$ cat src/hw/mrx_core_regs.vh
// Constants for the mid-range instruction core: bus offsets, file map, opcodes, resets
`ifndef MRX_CORE_REGS_VH
`define MRX_CORE_REGS_VH
// Avalon register byte offsets
`define MRX_OFS_CTRL 5'h00
`define MRX_OFS_STATUS 5'h04
`define MRX_OFS_ACC 5'h08
`define MRX_OFS_PC 5'h0c
`define MRX_OFS_WDOG 5'h10
// Control fields and reset
`define MRX_CTRL_RUN_BIT 0
`define MRX_CTRL_WAKE_BIT 1
`define MRX_CTRL_RUN_RST 1'h1
// Status word field positions
`define MRX_ST_WRAP_BIT 0
`define MRX_ST_HALF_BIT 1
`define MRX_ST_NULL_BIT 2
`define MRX_ST_SLEEPF_BIT 3
`define MRX_ST_TIMEOUT_BIT 4
`define MRX_ST_ASLEEP_BIT 5
`define MRX_ST_IRQEN_BIT 6
// Special file addresses
`define MRX_F_TIMER 7'h01
`define MRX_F_FLAGS 7'h03
`define MRX_F_PORT 7'h06
`define MRX_F_UPPC 7'h0a
`define MRX_F_IRQCTL 7'h0b
`define MRX_IRQEN_POS 7
`define MRX_UPPC_LO 3
// Instruction classes and fixed words
`define MRX_CLS_BYTE 2'h0
`define MRX_CLS_BIT 2'h1
`define MRX_CLS_JUMP 2'h2
`define MRX_CLS_LIT 2'h3
`define MRX_W_RET 8'h08
`define MRX_W_IRQRET 8'h09
`define MRX_W_SLEEP 8'h63
`define MRX_W_KICK 8'h64
`define MRX_NOP_WORD 14'h0000
// Byte operation codes
`define MRX_OP_MISC 4'h0
`define MRX_OP_CLR 4'h1
`define MRX_OP_SUB 4'h2
`define MRX_OP_DEC 4'h3
`define MRX_OP_OR 4'h4
`define MRX_OP_AND 4'h5
`define MRX_OP_XOR 4'h6
`define MRX_OP_ADD 4'h7
`define MRX_OP_MOV 4'h8
`define MRX_OP_COM 4'h9
`define MRX_OP_INC 4'ha
`define MRX_OP_DECSZ 4'hb
`define MRX_OP_RR 4'hc
`define MRX_OP_RL 4'hd
`define MRX_OP_SWAP 4'he
`define MRX_OP_INCSZ 4'hf
// ALU selects
`define MRX_ALU_ADD 4'h0
`define MRX_ALU_SUB 4'h1
`define MRX_ALU_AND 4'h2
`define MRX_ALU_OR 4'h3
`define MRX_ALU_XOR 4'h4
`define MRX_ALU_COM 4'h5
`define MRX_ALU_INC 4'h6
`define MRX_ALU_DEC 4'h7
`define MRX_ALU_RL 4'h8
`define MRX_ALU_RR 4'h9
`define MRX_ALU_SWAP 4'ha
`define MRX_ALU_PASSB 4'hb
`define MRX_ALU_PASSA 4'hc
`define MRX_ALU_ZERO 4'hd
`endif

$ cat src/hw/mrx_alu.v
// Eight-bit arithmetic and logic unit of the instruction core
`timescale 1ns/1ps
`include "mrx_core_regs.vh"
module mrx_alu (
  input wire [3:0] aluOp,
  input wire [7:0] accIn,
  input wire [7:0] operB,
  input wire wrapIn,
  output reg [7:0] result,
  output reg wrapOut,
  output reg halfOut,
  output wire isZero
);
  wire [8:0] sumFull;
  wire [4:0] sumHalf;
  wire [8:0] diffFull;
  wire [4:0] diffHalf;

  // Subtraction adds the inverted accumulator plus one, so carry high means no borrow
  assign sumFull = {1'b0, operB} + {1'b0, accIn};
  assign sumHalf = {1'b0, operB[3:0]} + {1'b0, accIn[3:0]};
  assign diffFull = {1'b0, operB} + {1'b0, ~accIn} + 9'h001;
  assign diffHalf = {1'b0, operB[3:0]} + {1'b0, ~accIn[3:0]} + 5'h01;
  assign isZero = (result == 8'h00);

  // Result mux; carry defaults to pass-through, half carry defaults to zero
  always @* begin
    result = operB;
    wrapOut = wrapIn;
    halfOut = 1'b0;
    case (aluOp)
      `MRX_ALU_ADD: begin
        result = sumFull[7:0];
        wrapOut = sumFull[8];
        halfOut = sumHalf[4];
      end
      `MRX_ALU_SUB: begin
        result = diffFull[7:0];
        wrapOut = diffFull[8];
        halfOut = diffHalf[4];
      end
      `MRX_ALU_AND: result = operB & accIn;
      `MRX_ALU_OR: result = operB | accIn;
      `MRX_ALU_XOR: result = operB ^ accIn;
      `MRX_ALU_COM: result = ~operB;
      `MRX_ALU_INC: result = operB + 8'h01;
      `MRX_ALU_DEC: result = operB - 8'h01;
      `MRX_ALU_RL: begin
        result = {operB[6:0], wrapIn};
        wrapOut = operB[7];
      end
      `MRX_ALU_RR: begin
        result = {wrapIn, operB[7:1]};
        wrapOut = operB[0];
      end
      `MRX_ALU_SWAP: result = {operB[3:0], operB[7:4]};
      `MRX_ALU_PASSB: result = operB;
      `MRX_ALU_PASSA: result = accIn;
      `MRX_ALU_ZERO: result = 8'h00;
      default: result = operB;
    endcase
  end
endmodule // mrx_alu

$ cat src/hw/mrx_core.v
// Instruction execution core with file registers, return stack and Avalon status port
// Notes on behaviour
// - Clear accumulator loads zero and sets the null result flag.
// - Call pushes next address, loads 11-bit target, upper bits from latch.
// - Branch loads 11-bit target plus latch upper bits, two cycles, flags kept.
// - Watchdog kick clears count and prescaler, sets timeout and sleep flags.
// - File address 0..127; destination 0 is accumulator, 1 the file.
// - Invert file writes the complement and updates the null flag.
// - Decrement or increment file updates only the null flag.
// - Skip variants store result, skip next when zero, touch no flags.
// - OR and XOR literal into accumulator, null flag updated.
// - Load literal into accumulator; flags kept; spare bits ignored.
// - Store accumulator writes the file and keeps all flags.
// - Move file copies to destination and always updates null flag.
// - Interrupt return pops stack into counter and sets master enable.
// - Rotates go through the wrap bit and change only it.
// - Return literal loads accumulator, pops counter, two cycles, no flags.
// - Subroutine return pops counter, two cycles, no flag changes.
// - Sleep clears watchdog and prescaler, sets timeout, clears sleep flag, halts.
// - Literal minus accumulator updates wrap, half wrap and null flags.
// - File minus accumulator to destination, updates all three flags.
// - XOR and OR with file to destination, null flag updated.
// - Nibble swap exchanges halves, no flags changed.
// - Each instruction cycle is four clock periods.
// - Counter change or true skip adds a no-operation second cycle.
// - Read of the port register takes the pin levels.
// - Writing the timer register clears its prescaler when assigned to it.
//
// Local design decisions: the register addresses and the Avalon-MM slave port.
`timescale 1ns/1ps
`include "mrx_core_regs.vh"
module mrx_core #(
  parameter STACK_DEPTH_LOG = 3,
  parameter WDOG_PRESCALE = 8'hff
) (
  input wire ref_clk,
  input wire rst,
  output wire [12:0] progAddr,
  input wire [13:0] progData,
  input wire [7:0] portPins,
  output wire [7:0] portLatch,
  input wire prescalerToTimer,
  output reg tmrPrescalerClr_reg,
  output reg asleep_reg,
  input wire [4:0] avs_address,
  input wire avs_read,
  input wire avs_write,
  input wire [31:0] avs_writedata,
  output reg [31:0] avs_readdata,
  output reg avs_waitrequest
);
  // One-hot oscillator phases inside an instruction cycle
  localparam [3:0] PH_Q1 = 4'b0001;
  localparam [3:0] PH_Q2 = 4'b0010;
  localparam [3:0] PH_Q3 = 4'b0100;
  localparam [3:0] PH_Q4 = 4'b1000;
  localparam STACK_DEPTH = 1 << STACK_DEPTH_LOG;

  reg [3:0] phase_reg;
  reg [12:0] pc_reg;
  reg [13:0] instr_reg;
  reg [7:0] acc_reg;
  reg [7:0] fileMem [0:127];
  reg [12:0] stackMem [0:STACK_DEPTH-1];
  reg [STACK_DEPTH_LOG-1:0] sp_reg;
  reg wrap_reg, half_reg, null_reg, timeout_reg, sleepFlag_reg;
  reg flush_reg, flushStep_reg, run_reg;
  // Set by a fetch, so a slot whose Q1 passed while halted never runs a stale word
  reg haveWord_reg;
  reg [7:0] wdogCount_reg;
  reg [7:0] wdogPre_reg;
  reg [7:0] pinMeta_reg, pinSync2_reg, pinSync3_reg, pinStable_reg;
  integer i;

  // Decoded controls
  reg [3:0] aluSel;
  reg useLit, wrAcc, wrFile, updNull, updWrap, updHalf, skipOnZero;
  reg doCall, doGoto, doRet, doRetIrq, doRetLit, doSleep, doKick;

  wire [1:0] cls;
  wire [3:0] op;
  wire [6:0] fAddr;
  wire [7:0] lit, fileVal, aluRes, upperLatch;
  wire dBit, aluWrap, aluHalf, aluZero, execNow, busFire, wakeReq;
  wire [12:0] popAddr, jumpAddr;

  assign progAddr = pc_reg;
  assign portLatch = fileMem[`MRX_F_PORT];
  assign cls = instr_reg[13:12];
  assign op = instr_reg[11:8];
  assign dBit = instr_reg[7];
  assign fAddr = instr_reg[6:0];
  assign lit = instr_reg[7:0];
  assign upperLatch = fileMem[`MRX_F_UPPC];
  assign jumpAddr = {upperLatch[`MRX_UPPC_LO+1:`MRX_UPPC_LO], instr_reg[10:0]};
  assign popAddr = stackMem[sp_reg - 1'b1];
  assign execNow = (phase_reg == PH_Q4) && run_reg && !asleep_reg && haveWord_reg;
  assign busFire = (avs_read || avs_write) && !avs_waitrequest;
  assign wakeReq = busFire && avs_write && (avs_address == `MRX_OFS_CTRL) &&
    avs_writedata[`MRX_CTRL_WAKE_BIT];

  // File read; special addresses map flags and the synchronised pins
  function [7:0] readFile;
    input [6:0] addr;
    begin
      if (addr == `MRX_F_FLAGS) begin
        readFile = {3'h0, timeout_reg, sleepFlag_reg, null_reg, half_reg, wrap_reg};
      end else if (addr == `MRX_F_PORT) begin
        readFile = pinStable_reg;
      end else begin
        readFile = fileMem[addr];
      end
    end
  endfunction

  assign fileVal = readFile(fAddr);

  mrx_alu uAlu (.aluOp(aluSel), .accIn(acc_reg), .operB(useLit ? lit : fileVal),
    .wrapIn(wrap_reg), .result(aluRes), .wrapOut(aluWrap), .halfOut(aluHalf),
    .isZero(aluZero));

  // Opcode map; bit-oriented class decodes as no-operation here
  always @* begin
    aluSel = `MRX_ALU_PASSB;
    {useLit, wrAcc, wrFile, updNull, updWrap, updHalf, skipOnZero} = 7'h00;
    {doCall, doGoto, doRet, doRetIrq, doRetLit, doSleep, doKick} = 7'h00;
    case (cls)
      `MRX_CLS_BYTE: begin
        wrAcc = !dBit;
        wrFile = dBit;
        case (op)
          `MRX_OP_MISC: begin
            wrAcc = 1'b0;
            aluSel = `MRX_ALU_PASSA;
            if (!dBit) begin
              wrFile = 1'b0;
              doRet = (lit == `MRX_W_RET);
              doRetIrq = (lit == `MRX_W_IRQRET);
              doSleep = (lit == `MRX_W_SLEEP);
              doKick = (lit == `MRX_W_KICK);
            end
          end
          `MRX_OP_CLR: begin
            aluSel = `MRX_ALU_ZERO;
            updNull = 1'b1;
          end
          `MRX_OP_SUB: begin
            aluSel = `MRX_ALU_SUB;
            {updNull, updWrap, updHalf} = 3'b111;
          end
          `MRX_OP_ADD: begin
            aluSel = `MRX_ALU_ADD;
            {updNull, updWrap, updHalf} = 3'b111;
          end
          `MRX_OP_DEC: {aluSel, updNull} = {`MRX_ALU_DEC, 1'b1};
          `MRX_OP_INC: {aluSel, updNull} = {`MRX_ALU_INC, 1'b1};
          `MRX_OP_OR: {aluSel, updNull} = {`MRX_ALU_OR, 1'b1};
          `MRX_OP_XOR: {aluSel, updNull} = {`MRX_ALU_XOR, 1'b1};
          `MRX_OP_AND: {aluSel, updNull} = {`MRX_ALU_AND, 1'b1};
          `MRX_OP_MOV: {aluSel, updNull} = {`MRX_ALU_PASSB, 1'b1};
          `MRX_OP_COM: {aluSel, updNull} = {`MRX_ALU_COM, 1'b1};
          `MRX_OP_DECSZ: {aluSel, skipOnZero} = {`MRX_ALU_DEC, 1'b1};
          `MRX_OP_INCSZ: {aluSel, skipOnZero} = {`MRX_ALU_INC, 1'b1};
          `MRX_OP_RR: {aluSel, updWrap} = {`MRX_ALU_RR, 1'b1};
          `MRX_OP_RL: {aluSel, updWrap} = {`MRX_ALU_RL, 1'b1};
          `MRX_OP_SWAP: aluSel = `MRX_ALU_SWAP;
          default: aluSel = `MRX_ALU_PASSB;
        endcase
      end
      `MRX_CLS_JUMP: begin
        doGoto = instr_reg[11];
        doCall = !instr_reg[11];
      end
      `MRX_CLS_LIT: begin
        useLit = 1'b1;
        wrAcc = 1'b1;
        case (op[3:2])
          2'b00: aluSel = `MRX_ALU_PASSB;
          2'b01: begin
            aluSel = `MRX_ALU_PASSB;
            doRetLit = 1'b1;
          end
          2'b10: begin
            updNull = (op[1:0] != 2'b11);
            wrAcc = (op[1:0] != 2'b11);
            case (op[1:0])
              2'b00: aluSel = `MRX_ALU_OR;
              2'b01: aluSel = `MRX_ALU_AND;
              2'b10: aluSel = `MRX_ALU_XOR;
              default: aluSel = `MRX_ALU_PASSB;
            endcase
          end
          default: begin
            aluSel = op[1] ? `MRX_ALU_ADD : `MRX_ALU_SUB;
            {updNull, updWrap, updHalf} = 3'b111;
          end
        endcase
      end
      default: aluSel = `MRX_ALU_PASSB;
    endcase
  end

  // Pin synchroniser: a change counts once the second and third stages agree
  always @(posedge ref_clk) begin
    if (rst) begin
      {pinMeta_reg, pinSync2_reg, pinSync3_reg, pinStable_reg} <= 32'h00000000;
    end else begin
      pinMeta_reg <= portPins;
      pinSync2_reg <= pinMeta_reg;
      pinSync3_reg <= pinSync2_reg;
      pinStable_reg <= (pinSync2_reg & pinSync3_reg) |
        (pinStable_reg & (pinSync2_reg ^ pinSync3_reg));
    end
  end

  // Phase counter runs free so the watchdog keeps its own pace while asleep
  always @(posedge ref_clk) begin
    if (rst) begin
      phase_reg <= PH_Q1;
    end else begin
      case (phase_reg)
        PH_Q1: phase_reg <= PH_Q2;
        PH_Q2: phase_reg <= PH_Q3;
        PH_Q3: phase_reg <= PH_Q4;
        PH_Q4: phase_reg <= PH_Q1;
        default: phase_reg <= PH_Q1;
      endcase
    end
  end

  // Fetch at Q1, execute at Q4; a pending flush turns the slot into a no-operation
  always @(posedge ref_clk) begin
    if (rst) begin
      pc_reg <= 13'h0000;
      instr_reg <= `MRX_NOP_WORD;
      acc_reg <= 8'h00;
      sp_reg <= {STACK_DEPTH_LOG{1'b0}};
      {wrap_reg, half_reg, null_reg} <= 3'b000;
      {timeout_reg, sleepFlag_reg} <= 2'h3;
      {flush_reg, flushStep_reg, haveWord_reg} <= 3'h0;
      {wdogCount_reg, wdogPre_reg} <= 16'h0000;
      asleep_reg <= 1'b0;
      tmrPrescalerClr_reg <= 1'b0;
      for (i = 0; i < 128; i = i + 1) begin
        fileMem[i] <= 8'h00;
      end
      for (i = 0; i < STACK_DEPTH; i = i + 1) begin
        stackMem[i] <= 13'h0000;
      end
    end else begin
      tmrPrescalerClr_reg <= 1'b0;
      if (wakeReq) begin
        asleep_reg <= 1'b0;
      end
      // Watchdog ticks once per instruction cycle through its prescaler
      if (phase_reg == PH_Q4) begin
        if (wdogPre_reg == WDOG_PRESCALE) begin
          wdogPre_reg <= 8'h00;
          wdogCount_reg <= wdogCount_reg + 8'h01;
        end else begin
          wdogPre_reg <= wdogPre_reg + 8'h01;
        end
      end
      if (phase_reg == PH_Q1 && run_reg && !asleep_reg) begin
        instr_reg <= flush_reg ? `MRX_NOP_WORD : progData;
        haveWord_reg <= 1'b1;
      end else if (phase_reg == PH_Q4) begin
        haveWord_reg <= 1'b0;
      end
      if (execNow && flush_reg) begin
        flush_reg <= 1'b0;
        if (flushStep_reg) begin
          pc_reg <= pc_reg + 13'h0001;
        end
      end else if (execNow) begin
        pc_reg <= pc_reg + 13'h0001;
        if (wrAcc) begin
          acc_reg <= aluRes;
        end
        if (wrFile) begin
          if (fAddr == `MRX_F_FLAGS) begin
            {half_reg, wrap_reg} <= aluRes[1:0];
            null_reg <= aluRes[2];
          end else begin
            fileMem[fAddr] <= aluRes;
          end
          if (fAddr == `MRX_F_TIMER && prescalerToTimer) begin
            tmrPrescalerClr_reg <= 1'b1;
          end
        end
        // Flag updates follow the file write so the operation's flags win
        if (updNull) begin
          null_reg <= aluZero;
        end
        if (updWrap) begin
          wrap_reg <= aluWrap;
        end
        if (updHalf) begin
          half_reg <= aluHalf;
        end
        if (skipOnZero && aluZero) begin
          flush_reg <= 1'b1;
          flushStep_reg <= 1'b1;
        end
        if (doCall) begin
          stackMem[sp_reg] <= pc_reg + 13'h0001;
          sp_reg <= sp_reg + 1'b1;
        end
        if (doCall || doGoto) begin
          pc_reg <= jumpAddr;
          flush_reg <= 1'b1;
          flushStep_reg <= 1'b0;
        end
        if (doRet || doRetIrq || doRetLit) begin
          pc_reg <= popAddr;
          sp_reg <= sp_reg - 1'b1;
          flush_reg <= 1'b1;
          flushStep_reg <= 1'b0;
        end
        if (doRetIrq) begin
          fileMem[`MRX_F_IRQCTL] <= fileMem[`MRX_F_IRQCTL] | 8'h80;
        end
        if (doKick || doSleep) begin
          wdogCount_reg <= 8'h00;
          wdogPre_reg <= 8'h00;
          timeout_reg <= 1'b1;
          sleepFlag_reg <= doKick;
        end
        if (doSleep) begin
          asleep_reg <= 1'b1;
        end
      end
    end
  end

  // Avalon slave: waitrequest drops one cycle after a request; writes land at the next edge, as it rises
  always @(posedge ref_clk) begin
    if (rst) begin
      avs_waitrequest <= 1'b1;
      avs_readdata <= 32'h00000000;
      run_reg <= `MRX_CTRL_RUN_RST;
    end else begin
      avs_waitrequest <= !((avs_read || avs_write) && avs_waitrequest);
      if ((avs_read || avs_write) && avs_waitrequest) begin
        case (avs_address)
          `MRX_OFS_CTRL: avs_readdata <= {31'h00000000, run_reg};
          `MRX_OFS_STATUS: avs_readdata <= {25'h0000000,
            fileMem[`MRX_F_IRQCTL][`MRX_IRQEN_POS], asleep_reg, timeout_reg,
            sleepFlag_reg, null_reg, half_reg, wrap_reg};
          `MRX_OFS_ACC: avs_readdata <= {24'h000000, acc_reg};
          `MRX_OFS_PC: avs_readdata <= {19'h00000, pc_reg};
          `MRX_OFS_WDOG: avs_readdata <= {16'h0000, wdogPre_reg, wdogCount_reg};
          default: avs_readdata <= 32'h00000000;
        endcase
      end
      if (busFire && avs_write && avs_address == `MRX_OFS_CTRL) begin
        run_reg <= avs_writedata[`MRX_CTRL_RUN_BIT];
      end
    end
  end
endmodule // mrx_core

$ cat config.mk
export PLATFORM = sky130hd
export DESIGN_NAME = mrx_core
export DESIGN_NICKNAME = d
export VERILOG_FILES = /design/src/hw/mrx_alu.v /design/src/hw/mrx_core.v
export VERILOG_INCLUDE_DIRS = /design/src /design/src/hw
export SDC_FILE = /design/constraint.sdc
export NUM_CORES = 2
export LEC_CHECK = 0
export BUFFER_PORTS_ARGS = -buffer_cell sky130_fd_sc_hd__clkbuf_2
export CAP_MARGIN = 25
export CORE_ASPECT_RATIO = 1.75
export CORE_MARGIN = 5
export CORE_UTILIZATION = 45
export CTS_BUF_LIST = sky130_fd_sc_hd__clkbuf_4 sky130_fd_sc_hd__clkbuf_8 sky130_fd_sc_hd__clkbuf_16
export DETAILED_ROUTE_END_ITERATION = 16
export GPL_TIMING_DRIVEN = 0
export RECOVER_POWER = 100
export SLEW_MARGIN = 20
export SYNTH_ARGS = -nofsm -noshare
export SYNTH_HDL_FRONTEND = slang
export SYNTH_HIERARCHICAL = 1
export SYNTH_SLANG_ARGS = --single-unit
$ cat constraint.sdc
create_clock -name ref_clk -period 11.95 [get_ports ref_clk]
set_input_delay 2.9875 -clock ref_clk [delete_from_list [all_inputs] [get_ports ref_clk]]
set_output_delay 2.9875 -clock ref_clk [all_outputs]
set_load 0.01 [all_outputs]
Word-level counts from Yosys, hierarchy flattened
Memories as Yosys holds them, arrays and structs flattened. A register that Yosys moved wholly into a read port is not among the register bits.
Index checks and enable logic that the tools add are counted.
{"block": "totals", "regBits": 133, "output_inout_bits": 56, "mem_bits_rw": 1128, "n_memories": 2, "in_bits": 64, "wordCells": 277}
{"name": "fileMem", "words": 128, "width": 8, "read_ports": 4, "rd_clocked_by_memory_dff": 1, "wr": 128, "line": "mrx_core.v:63", "rtl": "reg [7:0] fileMem [0:127];"}
{"name": "stackMem", "words": 8, "width": 13, "read_ports": 1, "rd_clocked_by_memory_dff": 0, "wr": 8, "line": "mrx_core.v:64", "rtl": "reg [12:0] stackMem [0:STACK_DEPTH-1];"}
{"block": "classes", "addsub": 13, "n_bitwise": 14, "eq_ne": 52, "muxes": 112, "n_reduce_logical": 61}
{"op": "8-bit two-way mux", "n": 15}
{"op": "8-bit one-hot mux with 13 select lines", "n": 1}
{"op": "16-bit one-hot mux with 5 select lines", "n": 1}
{"op": "13-bit two-way mux", "n": 6}
{"op": "1-bit two-way mux", "n": 70}
{"op": "4-bit == test, second input constant", "n": 14}
{"op": "4-bit one-hot mux with 14 select lines", "n": 1}
{"op": "4-bit by 3-bit == test with 1-bit output, second input constant", "n": 9}
{"op": "8-bit by 1-bit adder with 8-bit output, second input constant", "n": 3}
{"op": "8-bit bitwise AND", "n": 3}
{"op": "4-bit one-hot mux with 3 select lines", "n": 2}
{"op": "7-bit two-way mux", "n": 3}
{"op": "4-bit by 2-bit == test with 1-bit output, second input constant", "n": 5}
{"op": "8-bit by 8-bit adder with 9-bit output", "n": 2}
{"op": "2-bit nonzero test", "n": 9}
{"op": "8-bit by 4-bit == test with 1-bit output, second input constant", "n": 2}
{"op": "8-bit by 7-bit == test with 1-bit output, second input constant", "n": 2}
{"op": "8-bit inverter", "n": 2}
{"op": "8-bit bitwise OR", "n": 2}
{"op": "4-bit one-hot mux with 2 select lines", "n": 2}
{"op": "8-bit XOR", "n": 2}
{"op": "14-bit two-way mux", "n": 1}
{"op": "13-bit by 1-bit adder with 13-bit output, second input constant", "n": 1}
{"op": "1-bit logical AND", "n": 13}
{"op": "41 further kinds", "n": 81}

Depth between registers and ports, before layout
{"block": "depth", "depth_word": 12, "depth_mapped": 29, "depth_no_buf": 22}

Cells and area by module
Netlist, hierarchy kept.
{"mod": "mrx_core", "area_per_inst_um2": 58578.7, "instances": 1, "cells_each": 4338, "seq_area_each_um2": 36354.9}
{"mod": "mrx_alu", "area_per_inst_um2": 2249.7, "instances": 1, "cells_each": 335, "seq_area_each_um2": 0.0}

Worst setup path after synthesis
OpenSTA, ideal clock, no wires.
{"block": "synth_path", "path_type": "register to register", "from": "register (tool-made name)", "to": "memory fileMem[99][5] (data pin)", "synth_period_minus_slack_ns": 5.444, "path_slack_ns": 6.506, "arrival_time_ns": 5.312, "stages_incl_launch_ff": 24, "required_ns": 11.818, "cell_sequence": "dfxtp_1 > buf_2 > buf_2 > buf_2 > buf_2 > buf_1 > mux4_2 > a21oi_1 > nor4_1 > o21ai_0 > o32ai_1 > clkbuf_1 > inv_1 > ha_1 > clkbuf_1 > nor3_1 > a2111oi_0 > a221o_1 > nand2_1 > o311a_1 > a21oi_1 > clkbuf_1 > clkbuf_1 > and3_1"}
{"item": "to (decl)", "line": "mrx_core.v:63"}

==> impl_results.md <==
- Biggest regs: fileMem (1024), stackMem (104), avs_readdata (16)
- Leak: about 27 nW
- Largest register FFs: around 1000
- Detail-routed via count per cell: 6.63
- Commonest cells post-synth: 1128 x edfxtp_1, 791 x and3_1, 411 x clkbuf_1, 273 x nor2_1, 256 x and2_1
- Setup WS pre-CTS: between 1.5 and 2 ns
- Fin. Hold Viols: 0
- Reg area: around 36000 um^2
- Die width: 288 um
- Drt total wl: roughly 280 mm
- Vias in the first global route: around 45000
- Reg power frac: 0.346
- DP HPWL: roughly 210 mm
- Switch Pwr: between 6 and 7 mW
- Router iterations before antenna repair: 8
- PnR worst setup slack: roughly 0.4 ns
- Share of layout cells above drive strength 1: 0.130
- Max-cap violations: 11
- Synth-to-layout area growth: 11.7%
- Clk Latency, worst-skew pair: 0.82 ns
- Routed Antenna Nets: 0
- Synth Area per Inst: approximately 13 um^2
- Placer congestion estimate: between 1 and 1.5
- First-pass GRT wire length: 373 mm
- Top cells by area, synth: edfxtp_1 56%, mux4_2 9.1%, and3_1 8.1%, dfxtp_1 4.1%, and2_1 2.6%
- Initial core utilization: 0.452
- Grt ovf: 0
- FILL cells: 12000
- TritonCTS clock tree: built
- PwrDens: 211 nW/um^2
- Period utilization: 0.967
- Internal: about 8.1 mW
- Critical path capture point type: register
- Post-synth cell types: 86
- Count of final setup violators: 0
- Slew Limit Fails: about 110
- Cell area after synthesis: 60800 um^2
- # H-tree levels: 3
- Via count: about 45000
- CP startpoint kind: register
- Area of the multi-input gates: between 20000 and 25000 um^2
- Sinks on Clock Net: between 1000 and 1500
- Nets@finish: 5040
- Max VDD drop: approximately 0.18 mV
- Post-synth EDFFs: about 1100
- Crit path required time: roughly 13 ns
- Synthesized flop and latch total: ~1300
- CTS Buffer Depth: 3
- Seq/Total Area, Yosys: 0.598
- Clock skew: approximately 0.062 ns
- Switching share of power: 0.436
- Gate power share: 0.382
- Area leader, netlist: edfxtp_1
- Mapped Cells: roughly 4700
- Placeable Area: around 130000 um^2
- Failing checks: max-capacitance violations, max-slew violations
- Largest Register: fileMem
- Clock power frac: 0.271
- Gr usage total: 0.386
- Max Clk Rate: 86.5 MHz
- Cts repair resizes: 0
- WL per Instance: just over 40 um
- Clock transition at path regs: 0.07 ns
- Synth async-reset ratio: 0
- Tmin final: between 10 and 15 ns
- Initial antenna violation count: 31
- Worst Hold Class: reg -> reg
- Unrepaired setup endpoints after global routing: no
- 1st-iter DRT viols: roughly 5800
- Num rows: roughly 180
- Rel. slew slack: -0.354
- Main synth FF type: edfxtp_1
- Run status: complete, but fails checks
- IO Port Bufs: 73
- Crit Path Category: reg -> reg
- Inserted Clock Buffers: around 110
- Largest net degree at the start of global routing: 18
- Post-CTS setup buffers: 0
- Post-synth top area share: 0.557
- Die height: 496 um
- I/O Pins: between 100 and 150
- Most common cell in the netlist: edfxtp_1
- Tot Pwr: 14.4 mW
- Synth Warn #: 6
- Post-route DRC violation count: 0
- CTS root buf: clkbuf_16
- Final core utilization: 0.505
- Arrival @ worst endpoint: roughly 12 ns
- Die area: 143000 um^2
- # hold bufs at CTS: 0
- Tightest Pin Transition: approximately 2.0 ns
- Crit path max fanout: 12
==> power by group through the flow <==
stage	Combinational, mW	Sequential (mW)	Clock [mW]
floorplan	2.28	5.03	0
CTS	5.20	4.96	3.88
global placement	5.13	5.05	0
detailed placement	5.18	5.06	0
global route	5.46	4.97	4.05
finish	5.49	4.97	3.90
==> placed cells by master (no fill, tap or decap), drive strengths merged, types with 56 or more instances in the layout <==
master | netlist | routed
a21o | 103 | 103
nor2 | 295 | 295
clkbuf | 411 | 655
mux4 | 247 | 247
a22oi | 56 | 56
dfxtp | 124 | 124
o21ai | 67 | 67
and3 | 791 | 791
nand3 | 73 | 73
nand2 | 134 | 134
buf | 107 | 124
a21oi | 130 | 130
nor2b | 56 | 56
edfxtp | 1128 | 1128
and2 | 258 | 258
mux2i | 123 | 123
==> layer usage <==
| metal | GRT usage | wire length (um) | vias to the layer above |
|---|---|---|---|
| met3 | 0.0947 | 25000 | 1114 |
| li1 | - | - | 18200 |
| met4 | 0.363 | 34500 | 8 |
| met2 | 0.652 | 136000 | 3220 |
| met5 | 0 | 49 | - |
| met1 | 0.386 | 84000 | 22900 |
==> through the flow <==
step / TNS, ns / instances / hold slack, ns / cell area (um^2)
after CTS: 0 / 6817 / 0.445 / 68000
after global routing: 0 / 6828 / 0.450 / 67900
after floorplan: 0 / 4696 / 0.414 / 60900
after global placement: -0.113 / 6569 / 0.428 / 63500
final: 0 / 6853 / 0.447 / 67900
after detailed placement: 0 / 6604 / 0.425 / 64100
==> final cells by class <==
type	count	share of cell area
multi-input combinational	2880	0.327
sequential	1252	0.535
clock buffer	144	0.0467
antenna	27	0.000995
inverter	46	0.00254
tap	1800	0.0332
buffer	518	0.0312
timing repair buffer	117	0.0121
clock inverter	69	0.0106
==> cells by family (layout without fill, tap and decap cells) <==
kind of cell	count (synthesis)	after routing	share of synthesized area
other	1	51	0.0000616
adder cells (fa/ha/maj)	48	48	0.0101
flip-flops	1252	1252	0.598
XOR/XNOR	30	30	0.00432
AND/OR/NAND/NOR	1835	1835	0.173
buffers and inverters	564	894	0.0377
multiplexers	391	391	0.116
AO/OA/AOI/OAI	552	552	0.0617
==> critical path: stages (launching register included) <==
cell and delay [ns]:
dfxtp_1 0.31, buf_2 0.38, buf_2 0.78, buf_2 0.47
clkbuf_1 1.50, mux2i_1 0.30, a22oi_1 1.05, nand3_1 0.15
o211ai_1 0.56, nor3_1 0.10, o21ai_0 0.64, and3_1 0.48
clkbuf_1 0.46, inv_1 0.27, ha_1 0.27, inv_1 0.08
fa_1 0.17, a22o_1 0.13, a31oi_1 0.04, a22oi_1 0.79
clkbuf_1 1.36, clkbuf_1 0.74, and3_1 0.28
==> final timing paths <==
kind,from,to,slack (ns),cells after the start
worst max register to register,register,fileMem[64][1],0.39,22
worst min register to register,pinMeta_reg[1],pinSync2_reg[1],0.45,1
worst max-delay path,register,fileMem[64][1],0.39,22
worst min-delay path,pinMeta_reg[1],pinSync2_reg[1],0.45,1
Note: power is estimated with default switching activity, not from simulation.
